$ cat config.mk
export PLATFORM = sky130hd
export DESIGN_NAME = guest_csr_bank
export DESIGN_NICKNAME = d
export VERILOG_FILES = /design/src/rtl/guest_csr_pkg.sv /design/src/rtl/ctx_guard.sv /design/src/rtl/guest_csr_bank.sv
export SDC_FILE = /design/constraint.sdc
export NUM_CORES = 1
export LEC_CHECK = 0
export BUFFER_PORTS_ARGS = -buffer_cell sky130_fd_sc_hd__buf_2
export CORE_AREA = 10 10 163 165
export CTS_CLUSTER_SIZE = 16
export DETAILED_ROUTE_END_ITERATION = 16
export DIE_AREA = 0 0 173 175
export GPL_TIMING_DRIVEN = 0
export MAX_ROUTING_LAYER = met4
export PLACE_DENSITY = 0.74
export SYNTH_ARGS = -nofsm -noshare
export SYNTH_HDL_FRONTEND = slang
export SYNTH_HIERARCHICAL = 1
export SYNTH_SLANG_ARGS = --single-unit
$ cat constraint.sdc
create_clock -name REF_CLK -period 1.7 [get_ports REF_CLK]
set_input_delay 0.425 -clock REF_CLK [delete_from_list [all_inputs] [get_ports REF_CLK]]
set_output_delay 0.425 -clock REF_CLK [all_outputs]
set_load 0.01 [all_outputs]
$ cat src/rtl/guest_csr_pkg.sv
// Shared constants and types for the guest supervisor register bank
package guest_csr_pkg;
  // Register width and access selection
  localparam int XLEN = 64;
  typedef enum logic [1:0] {SEL_STATUS, SEL_PENDING, SEL_ENABLE, SEL_VECTOR} csr_sel_type;
  // Status field positions
  localparam int POS_SIE = 1;
  localparam int POS_SPIE = 5;
  localparam int POS_BIG_END = 6;
  localparam int POS_SPP = 8;
  localparam int POS_VEC_CTX = 9;
  localparam int POS_FLT_CTX = 13;
  localparam int POS_EXT_SUM = 15;
  localparam int POS_SUM = 18;
  localparam int POS_MXR = 19;
  localparam int POS_LPAD = 23;
  localparam int POS_DIS_TRAP = 24;
  localparam int POS_SD32 = 31;
  localparam int POS_USER_WIDTH = 32;
  localparam int POS_SD64 = 63;
  // Context state encodings
  localparam logic [1:0] CTX_OFF = 2'h0;
  localparam logic [1:0] CTX_DIRTY = 2'h3;
  localparam logic [1:0] EXT_SUM_NONE = 2'h0;
  // Width encodings, same as the machine width field
  localparam logic [1:0] WIDTH_32 = 2'h1;
  localparam logic [1:0] WIDTH_64 = 2'h2;
  localparam logic [1:0] USER_WIDTH_RESET = WIDTH_64;
  localparam logic USER_WIDTH_FIXED = 1'b0;
  // Counter-overflow delegation present
  localparam logic HAS_LCOF_DELEG = 1'b1;
  // Aliased interrupts: soft, timer, external, counter overflow
  localparam int NUM_ALIAS = 4;
  localparam int AL_LCOF = 3;
  localparam int IRQ_POS [NUM_ALIAS] = '{1, 5, 9, 13};
  localparam int DLG_POS [NUM_ALIAS] = '{2, 6, 10, 13};
  localparam logic [3:0] PEND_WRITABLE = 4'h9;
  // Trap vector mode
  localparam int TVEC_MODE_W = 2;
  localparam logic [1:0] TVEC_MODE_MAX = 2'h1;
  localparam logic [63:0] LOW32_MASK = 64'h0000_0000_FFFF_FFFF;
endpackage : guest_csr_pkg

$ cat src/rtl/ctx_guard.sv
// Floating-point or vector context guard for virtualized execution
`timescale 1ns/10ps
module ctx_guard (
  input wire logic virt,
  input wire logic instr,
  input wire logic modify,
  input wire logic [1:0] guest_state,
  input wire logic [1:0] host_state,
  output logic illegal,
  output logic guest_dirty,
  output logic host_dirty,
  input wire logic clk,
  input wire logic rst_n
);
  import guest_csr_pkg::*;

  // Either field Off traps; guest field only counts while virtualized
  always_comb begin
    illegal = instr && ((host_state == CTX_OFF) || (virt && guest_state == CTX_OFF));
    guest_dirty = virt && modify;
    host_dirty = virt && modify;
  end
endmodule : ctx_guard

$ cat src/rtl/guest_csr_bank.sv
// Guest supervisor status, interrupt and trap-vector register bank
// How it works
// - Virtualized status accesses hit the guest copy
// - 32-bit guest width hides user width field
// - 64-bit guest: user width WARL at 33:32
// - Width growth resets user width to widest
// - Float Off in either field traps
// - Virtualized float change dirties both fields
// - Vector Off in either field traps
// - Virtualized vector change dirties both fields
// - Summary bits read-only, guest view only
// - User big-endian mirrors hypervisor guest bit
// - Guest status inert unless acting virtualized
// - Landing pad bit: one means expected
// - Disable-trap bit stored at position 24
// - Virtualized interrupt accesses hit guest copies
// - Delegation bit 13 writable only if implemented
// - Counter overflow bits alias or read zero
// - External bits alias hypervisor or read zero
// - Timer bits alias hypervisor or read zero
// - Software bits alias hypervisor or read zero
// - Only 13, 9, 5, 1 nonzero in low half
// - Virtualized vector accesses hit guest register
`timescale 1ns/10ps
module guest_csr_bank (
  input wire logic REF_CLK,
  input wire logic NRST,
  // Virtualization state
  input wire logic VIRT_MODE,
  input wire logic EMUL_VIRT,
  input wire logic [1:0] HYPER_GUEST_WIDTH,
  input wire logic HYPER_GUEST_BIG_ENDIAN,
  // CSR access path
  input wire logic CSR_VALID,
  input wire guest_csr_pkg::csr_sel_type CSR_SEL,
  input wire logic CSR_WRITE,
  input wire logic [63:0] CSR_WDATA,
  output logic CSR_TO_HOST,
  output logic CSR_RVALID,
  output logic [63:0] CSR_RDATA,
  // Delegation register bits
  input wire logic DELEG_WRITE,
  input wire logic [63:0] DELEG_WDATA,
  output logic [63:0] DELEG_RDATA,
  // Aliased hypervisor pending and enable bits
  input wire logic [3:0] ALIAS_PENDING_IN,
  input wire logic [3:0] ALIAS_ENABLE_IN,
  output logic ALIAS_PENDING_WE,
  output logic [3:0] ALIAS_PENDING_MASK,
  output logic [3:0] ALIAS_PENDING_DATA,
  output logic ALIAS_ENABLE_WE,
  output logic [3:0] ALIAS_ENABLE_MASK,
  output logic [3:0] ALIAS_ENABLE_DATA,
  // Floating-point and vector context
  input wire logic FP_INSTR,
  input wire logic FP_MODIFY,
  input wire logic [1:0] HOST_FLOAT_STATE,
  output logic FP_ILLEGAL,
  output logic HOST_FLOAT_DIRTY,
  input wire logic VEC_INSTR,
  input wire logic VEC_MODIFY,
  input wire logic [1:0] HOST_VECTOR_STATE,
  output logic VEC_ILLEGAL,
  output logic HOST_VECTOR_DIRTY,
  // Guest state towards the core
  output logic GUEST_ACTIVE,
  output logic [63:0] GUEST_STATUS,
  output logic [1:0] GUEST_USER_WIDTH,
  output logic GUEST_TVEC_ACTIVE,
  output logic [63:0] GUEST_TVEC
);
  import guest_csr_pkg::*;

  // Whole bank state
  typedef struct packed {
    logic [1:0] flt_ctx; // Float context state
    logic [1:0] vec_ctx; // Vector context state
    logic sie; // Interrupt enable
    logic spie; // Previous interrupt enable
    logic spp; // Previous privilege
    logic sum; // User memory access
    logic mxr; // Executable readable
    logic lpad; // Previous landing pad expect
    logic dis_trap; // Supervisor disable trap
    logic [1:0] user_width; // Guest user width
    logic [1:0] prev_width; // Width seen last cycle
    logic [63:0] tvec;      // Trap vector
    logic [3:0] deleg;      // Delegation bits per alias
    logic [63:0] rdata;     // Read answer
    logic rvalid;           // Read answer strobe
    logic [1:0] rsel;       // Register behind last answer
    logic ip_we;            // Pending alias write strobe
    logic [3:0] ip_mask;    // Pending alias write mask
    logic [3:0] ip_data;    // Pending alias write data
    logic ie_we;            // Enable alias write strobe
    logic [3:0] ie_mask;    // Enable alias write mask
    logic [3:0] ie_data;    // Enable alias write data
  } bank_state_type;

  bank_state_type state_r;   // Registered state
  bank_state_type state_nxt; // Next state
  logic wide;                // Guest width is 64
  logic [63:0] status_view;  // Status as software sees it
  logic [63:0] pend_view;    // Pending as software sees it
  logic [63:0] en_view;      // Enable as software sees it
  logic [1:0] guard_instr;   // Float, vector instruction
  logic [1:0] guard_modify;  // Float, vector change
  logic [1:0] guard_illegal; // Trap per context
  logic [1:0] guard_gdirty;  // Guest dirty per context
  logic [1:0] guard_hdirty;  // Host dirty per context
  logic [1:0] guard_guest [2];
  logic [1:0] guard_host [2];

  // Build the status view for a width
  function automatic logic [63:0] status_read(input bank_state_type s, input logic w64,
                                              input logic big_end);
    logic [63:0] v;
    logic dirty_sum;
    v = 64'h0;
    dirty_sum = (s.flt_ctx == CTX_DIRTY) || (s.vec_ctx == CTX_DIRTY)
                || (EXT_SUM_NONE == CTX_DIRTY);
    v[POS_SIE] = s.sie;
    v[POS_SPIE] = s.spie;
    v[POS_BIG_END] = big_end;
    v[POS_SPP] = s.spp;
    v[POS_VEC_CTX +: 2] = s.vec_ctx;
    v[POS_FLT_CTX +: 2] = s.flt_ctx;
    v[POS_EXT_SUM +: 2] = EXT_SUM_NONE;
    v[POS_SUM] = s.sum;
    v[POS_MXR] = s.mxr;
    v[POS_LPAD] = s.lpad;
    v[POS_DIS_TRAP] = s.dis_trap;
    if (w64) begin
      v[POS_USER_WIDTH +: 2] = s.user_width;
      v[POS_SD64] = dirty_sum;
    end else begin
      v[POS_SD32] = dirty_sum;
    end
    return v;
  endfunction : status_read

  // Place four alias bits at their interrupt positions
  function automatic logic [63:0] irq_place(input logic [3:0] bits);
    logic [63:0] v;
    v = 64'h0;
    for (int i = 0; i < NUM_ALIAS; i++) begin
      v[IRQ_POS[i]] = bits[i];
    end
    return v;
  endfunction : irq_place

  // Pick four alias bits from their interrupt positions
  function automatic logic [3:0] irq_pick(input logic [63:0] word);
    logic [3:0] v;
    v = 4'h0;
    for (int i = 0; i < NUM_ALIAS; i++) begin
      v[i] = word[IRQ_POS[i]];
    end
    return v;
  endfunction : irq_pick

  // Context guards for float and vector
  assign guard_instr = {VEC_INSTR, FP_INSTR};
  assign guard_modify = {VEC_MODIFY, FP_MODIFY};
  assign guard_guest[0] = state_r.flt_ctx;
  assign guard_guest[1] = state_r.vec_ctx;
  assign guard_host[0] = HOST_FLOAT_STATE;
  assign guard_host[1] = HOST_VECTOR_STATE;
  generate
    for (genvar g = 0; g < 2; g++) begin : gen_guard
      ctx_guard u_guard (
        .virt(VIRT_MODE),
        .instr(guard_instr[g]),
        .modify(guard_modify[g]),
        .guest_state(guard_guest[g]),
        .host_state(guard_host[g]),
        .illegal(guard_illegal[g]),
        .guest_dirty(guard_gdirty[g]),
        .host_dirty(guard_hdirty[g]),
        .clk(REF_CLK),
        .rst_n(NRST)
      );
    end
  endgenerate

  // Current software views
  always_comb begin
    wide = (HYPER_GUEST_WIDTH == WIDTH_64);
    status_view = status_read(state_r, wide, HYPER_GUEST_BIG_ENDIAN);
    pend_view = irq_place(ALIAS_PENDING_IN & state_r.deleg);
    en_view = irq_place(ALIAS_ENABLE_IN & state_r.deleg);
  end

  // Next-state logic
  always_comb begin
    logic [3:0] dbits;
    logic [1:0] wuxl;
    logic [63:0] wdata;
    logic acc;
    dbits = 4'h0;
    wuxl = 2'h0;
    wdata = wide ? CSR_WDATA : (CSR_WDATA & LOW32_MASK);
    acc = CSR_VALID && VIRT_MODE;
    state_nxt = state_r;
    state_nxt.rvalid = acc;
    state_nxt.ip_we = 1'b0;
    state_nxt.ie_we = 1'b0;
    state_nxt.prev_width = HYPER_GUEST_WIDTH;
    // Read answer holds the value before any write
    if (acc) begin
      state_nxt.rsel = CSR_SEL;
      case (CSR_SEL)
        SEL_STATUS: state_nxt.rdata = status_view;
        SEL_PENDING: state_nxt.rdata = pend_view;
        SEL_ENABLE: state_nxt.rdata = en_view;
        SEL_VECTOR: state_nxt.rdata = wide ? state_r.tvec : (state_r.tvec & LOW32_MASK);
        default: state_nxt.rdata = 64'h0;
      endcase
    end
    // Guest register writes
    if (acc && CSR_WRITE) begin
      case (CSR_SEL)
        SEL_STATUS: begin
          state_nxt.sie = wdata[POS_SIE];
          state_nxt.spie = wdata[POS_SPIE];
          state_nxt.spp = wdata[POS_SPP];
          state_nxt.vec_ctx = wdata[POS_VEC_CTX +: 2];
          state_nxt.flt_ctx = wdata[POS_FLT_CTX +: 2];
          state_nxt.sum = wdata[POS_SUM];
          state_nxt.mxr = wdata[POS_MXR];
          state_nxt.lpad = wdata[POS_LPAD];
          state_nxt.dis_trap = wdata[POS_DIS_TRAP];
          wuxl = wdata[POS_USER_WIDTH +: 2];
          // Only supported widths stick
          if (wide && !USER_WIDTH_FIXED && (wuxl == WIDTH_32 || wuxl == WIDTH_64)) begin
            state_nxt.user_width = wuxl;
          end
        end
        SEL_PENDING: begin
          state_nxt.ip_we = 1'b1;
          state_nxt.ip_mask = state_r.deleg & PEND_WRITABLE;
          state_nxt.ip_data = irq_pick(wdata);
        end
        SEL_ENABLE: begin
          state_nxt.ie_we = 1'b1;
          state_nxt.ie_mask = state_r.deleg;
          state_nxt.ie_data = irq_pick(wdata);
        end
        SEL_VECTOR: begin
          state_nxt.tvec = wdata;
          // Unsupported modes keep the old mode
          if (wdata[TVEC_MODE_W-1:0] > TVEC_MODE_MAX) begin
            state_nxt.tvec[TVEC_MODE_W-1:0] = state_r.tvec[TVEC_MODE_W-1:0];
          end
        end
        default: state_nxt.tvec = state_r.tvec;
      endcase
    end
    // Hardware dirty marking wins over a write
    if (guard_gdirty[0]) begin
      state_nxt.flt_ctx = CTX_DIRTY;
    end
    if (guard_gdirty[1]) begin
      state_nxt.vec_ctx = CTX_DIRTY;
    end
    // Width growth from 32 picks the widest width
    if (!USER_WIDTH_FIXED && state_r.prev_width == WIDTH_32 && wide) begin
      state_nxt.user_width = WIDTH_64;
    end
    // Delegation bits, bit 13 only when present
    if (DELEG_WRITE) begin
      for (int i = 0; i < NUM_ALIAS; i++) begin
        dbits[i] = DELEG_WDATA[DLG_POS[i]];
      end
      dbits[AL_LCOF] = dbits[AL_LCOF] && HAS_LCOF_DELEG;
      state_nxt.deleg = dbits;
    end
  end

  // State register
  always_ff @(posedge REF_CLK or negedge NRST) begin
    if (!NRST) begin
      state_r <= '0;
      state_r.user_width <= USER_WIDTH_RESET;
      state_r.prev_width <= WIDTH_64;
    end else begin
      state_r <= state_nxt;
    end
  end

  // Outputs
  always_comb begin
    CSR_TO_HOST = CSR_VALID && !VIRT_MODE;
    CSR_RVALID = state_r.rvalid;
    CSR_RDATA = state_r.rdata;
    DELEG_RDATA = '0;
    for (int i = 0; i < NUM_ALIAS; i++) begin
      DELEG_RDATA[DLG_POS[i]] = state_r.deleg[i];
    end
    ALIAS_PENDING_WE = state_r.ip_we;
    ALIAS_PENDING_MASK = state_r.ip_mask;
    ALIAS_PENDING_DATA = state_r.ip_data;
    ALIAS_ENABLE_WE = state_r.ie_we;
    ALIAS_ENABLE_MASK = state_r.ie_mask;
    ALIAS_ENABLE_DATA = state_r.ie_data;
    FP_ILLEGAL = guard_illegal[0];
    VEC_ILLEGAL = guard_illegal[1];
    HOST_FLOAT_DIRTY = guard_hdirty[0];
    HOST_VECTOR_DIRTY = guard_hdirty[1];
    GUEST_ACTIVE = VIRT_MODE || EMUL_VIRT;
    GUEST_STATUS = GUEST_ACTIVE ? status_view : 64'h0;
    GUEST_USER_WIDTH = wide ? state_r.user_width : WIDTH_32;
    GUEST_TVEC_ACTIVE = VIRT_MODE;
    GUEST_TVEC = state_r.tvec;
  end
endmodule : guest_csr_bank

# Word level (Yosys, flattened, before mapping)
# Index checks and enable logic that the tools add are counted.
# word_totals
regBits,164
inputBits,156
output_inout_bits,284
elab_cells,89
# op_classes
n_lt_le_gt_ge,1
eq_ne,9
n_mux,17
n_bitwise,3
reduce_logical,37
# op_table
operator,count
$pmux W64 S4,1
$mux W64,3
$mux W13,2
$mux W18,1
$mux W9,2
$reduce_bool A2 Y1,7
$eq A2 B2 Y1 const B,6
$mux W2,6
$reduce_and A2 Y1,6
$logic_and A1 B1 Y1,11
$logic_not A2 Y1,5
$and A4 B4 Y4,2
$eq A2 B1 Y1 const B,3
$reduce_and A3 Y1,2
$logic_or A1 B1 Y1,5
$gt A2 B1 Y1 const B,1
$mux W1,2
$logic_not A1 Y1,1
$not A1 Y1,1

# Longest topological paths before layout
# logic_depth
depth_word,9
mapped_depth,6

# By module
# Netlist, hierarchy kept.
# modules_own_cells
mod,n_inst,cells_per_inst,area_per_inst_um2,seq_area_each_um2
guest_csr_bank,1,776,8448.1,4106.4
ctx_guard,2,5,38.8,0.0

# Least setup slack after synthesis
# Ideal clock, no wire load.
# synth_path
path_type,in2reg
start,input CSR_SEL[0]
end,register state_r[157] (netlist name)
arrival_time_ns,1.506
required_time_ns,1.575
setup_slack_ns,0.070
stages,5
n_path_buf,2
path_cell_list,buf_2 or2_1 buf_4 nor2_2 mux2_2
# synth_between
elab_chain_len,2
# synth_rtl
element,line,text
start: declaration,guest_csr_bank.sv:35,"input wire guest_csr_pkg::csr_sel_type CSR_SEL,"
$logic_not A2 Y1,guest_csr_bank.sv:222,case (CSR_SEL)
$reduce_and A2 Y1 (no source line),--,
end signal: assignment,guest_csr_bank.sv:287,state_r <= state_nxt;
end: declaration,guest_csr_bank.sv:100,bank_state_type state_r;
# No other way between the ends.
# A chain may end at the register's enable or synchronous reset.

# Worst setup path after layout
# layout_path
start,"register state_r, in the netlist guard_guest[3]"
end,output GUEST_STATUS[31]
# layout_between
elab_chain_len,4
# layout_rtl
element,line,text
$eq A2 B2 Y1,guest_csr_bank.sv:120,dirty_sum = (s.flt_ctx == CTX_DIRTY) || (s.vec_ctx == CTX_DIRTY)
$logic_or A1 B1 Y1,guest_csr_bank.sv:120,
$mux W1,guest_csr_bank.sv:133,if (w64) begin
$mux W64,guest_csr_bank.sv:311,GUEST_STATUS = GUEST_ACTIVE ? status_view : 64'h0;
end: declaration,guest_csr_bank.sv:67,"output logic [63:0] GUEST_STATUS,"
# No other way between the ends.

==> run_results.csv <==
group,metric,value,unit
run_status,status,"finished with violations",
run_status,violations,"negative hold slack, negative setup slack",
yosys,synthArstFlopShare,1.00,
yosys,synth_edf_count,0,
timing,finalClockSkew,0.0102,ns
placed_design,placed_cells,1483,
global_route,grt_pass1_wl,41200,um
cts,clockBufferDepth,2,
cts,cts.sinks,164,
cts,clk-insertion-delay-late,0.42,ns
final_layout,area_delta_synth_final,34.6,%
timing,timing.final.ws_setup,-0.136,ns
routing,via_per_inst,4.26,
setup_path,crit_fanout,4,
setup_path,start_kind,"flip-flop",
cts,cts_buffers,17,
run,maxCapViolations,0,
yosys,synth_top_area_share,0.475,
timing,final_max_slew_viol_count,0,
worst_hold_path,min_path_type,"input pin to async pin",
yosys,netlist_area,8530,um2
timing,final-hold-violation-count,4,
timing,slew_headroom,0.554,
cts,htreeDepth,4,
yosys,synth_area_leaders,"dfrtp_1 48%, buf_4 23%, mux2_2 7.4%",
final_layout,nets,1347,
placed_design,place_area,10700,um2
setup_path,crit_arrival,1.41,ns
final_layout,most-common-layout-cells,"272 x buf_2, 267 x buf_4, 158 x dfrtp_1",
timing,fin_hold_ws,-0.0105,ns
cts,clk_pin_slew,0.07,ns
placed_design,hpwl,21300,um
setup_path,crit_slowest_cell,"dfrtp_2",
routing,wire_per_inst,17.6,um
final_layout,utilization,0.493,
timing,rsz0062_at_grt,"true",
yosys,yosysTopAreaCell,"dfrtp_1",
power_and_ir_drop,leakage,6.32,nW
timing,setup_viol,6,
setup_path,cpPeakStageDelay,0.44,ns
yosys,syn_inst,786,
final_layout,layout-drive-gt1-share,0.554,
floorplan,core,23300,um2
routing,drt_first_pass_iters,4,
placed_design,io_buffers,268,
final_layout,postLayoutCellArea,11500,um2
power_and_ir_drop,p_per_area,986,nW/um2
setup_path,rr_startpoint,"state_r[154]$_DFF_PN1_",
yosys,avgSynthCellArea,10.8,um2
global_route,grt_max_degree,84,
final_layout,fin_cells,1524,
floorplan,io_pins,440,
routing,ant_nets,0,
setup_path,path_class,"flip-flop to output pin",
global_route,grt-ovfl-total,0,
routing,first_iter_violations,423,
routing,vias,6498,
setup_path,cp.required,1.27,ns
setup_path,crit_chain,"a22oi_2, nor3_1, buf_2",
setup_path,worstSetupEndpointType,"output pin",
global_route,grt_pass1_vias,6906,
yosys,synth-seq-cells,164,
cts,cts_root_buffer,"clkbuf_16",
placed_design,dpl_worst_slack,-0.582,ns
setup_path,r2r_slack,0.45,ns
routing,routed_wl,26900,um
setup_path,cp_num_buf_inv,1,
timing,fmaxAchievable,545,MHz
yosys,synth_warnings,6,
floorplan,initial_utilization,0.367,
power_and_ir_drop,ir_worst_vdd,570,uV
timing,worst_slew_pin_slew,0.669,ns
yosys,netlist-cell-type-count,45,
yosys,seq_area_frac_synth,0.482,
yosys,synth_ff_type,"dfrtp_1",
global_route,antenna_found_initial,2,
final_layout,layout_commonest_cell,"buf_2",
setup_path,crit_family,"flip-flops",
routing,drc,0,
cts,cts_tree,"built",
setup_path,reg2reg_to,"state_r[155]$_DFFE_PN0P_",
placed_design,gp_congestion,0.802,
timing,min_period_over_period,1.08,
floorplan,die_x,173,um
setup_path,rr_worst_depth,3,
floorplan,die_h,175,um
global_route,grt_use_total,0.178,
floorplan,die_area,30300,um2
floorplan,core.rowCount,56,
timing,fin_crit,1.84,ns
-- synthesized netlist by cell type (6+ instances only) --
cell type  count
a22o_1        52
a22oi_1       10
and2_1        13
buf_2         12
buf_4        261
clkbuf_1      21
dfrtp_1      162
mux2_2        56
nand2_1       48
nor2_1         7
nor3_1         7
o21a_1         6
o21ai_0       71
-- cells by family (layout without fill, tap and decap cells) --
| logic type | Yosys count | count (layout) | share of synthesized area |
|---|---|---|---|
| buf+inv | 301 | 609 | 0.250 |
| mux | 56 | 56 | 0.0740 |
| compound gates | 161 | 161 | 0.131 |
| flops | 164 | 164 | 0.482 |
| other cells | 1 | 112 | 0.000440 |
| simple gates | 103 | 103 | 0.0630 |
-- what timing repair did --
action	CTS	global route
resized for setup	30	10
pin swaps	6	1
endpoints found under the setup margin	30	11
hold buffers	0	0
setup buffers	8	3
endpoints found under the hold margin	0	0
-- through the flow --
step | TNS [ns] | total power, mW
after floorplan | 0 | 6.50
after global placement | -440.33 | 7.50
after detailed placement | -43.33 | 7.58
after CTS | -0.989 | 11.4
after global routing | -1.05 | 11.9
final | -0.584 | 11.3
-- power by group --
group	internal, mW	switching (mW)	total (mW)
sequential	4.39	0.353	4.75
combinational	1.53	1.27	2.80
clock	2.08	1.70	3.78
-- area by class of cell --
| class | count | area [um2] |
|---|---|---|
| flip-flops and latches | 164 | 4110 |
| repair buffers | 278 | 1500 |
| clock buffers | 19 | 443 |
| diodes | 2 | 5.00 |
| multi-input cells | 430 | 2760 |
| well taps | 319 | 399 |
| plain buffers | 295 | 2120 |
| inverters | 5 | 21.3 |
| fillers | 2179 | 11800 |
| clock inverters | 12 | 123 |
-- worst max-delay path by stage --
stage	cells after the start	startpoint	end	slack (ns)
detailed placement	6	VIRT_MODE	GUEST_STATUS[13]	-0.58
global placement	1	NRST	ALIAS_ENABLE_DATA[0]$_DFFE_PN0P_	-2.45
CTS	3	guard_guest[0]$_DFFE_PN0P_	VEC_ILLEGAL	-0.18
global route	3	guard_guest[0]$_DFFE_PN0P_	VEC_ILLEGAL	-0.20
finish	3	guard_guest[3]$_DFFE_PN0P_	GUEST_STATUS[31]	-0.14
floorplan	5	CSR_SEL[0]	state_r[157]$_DFFE_PN0P_	0.07
-- registers in the layout, indices dropped and copies added, names as in the netlist, 2 cells and up --
name / flops
CSR_RDATA: 64
GUEST_TVEC: 64
state_r: 11
ALIAS_ENABLE_DATA: 4
ALIAS_ENABLE_MASK: 4
ALIAS_PENDING_DATA: 4
DELEG_RDATA: 4
guard_guest: 4
ALIAS_PENDING_MASK: 2
-- per-layer routing --
layer,part of all wire,global-route usage,up-vias
met3,0.061,0.0485,13
met5,0,-,-
met1,0.43,0.211,3117
li1,-,-,3139
met4,0.0089,0.0438,0
met2,0.50,0.295,229
No activity file was read; power rests on OpenSTA's default activity.
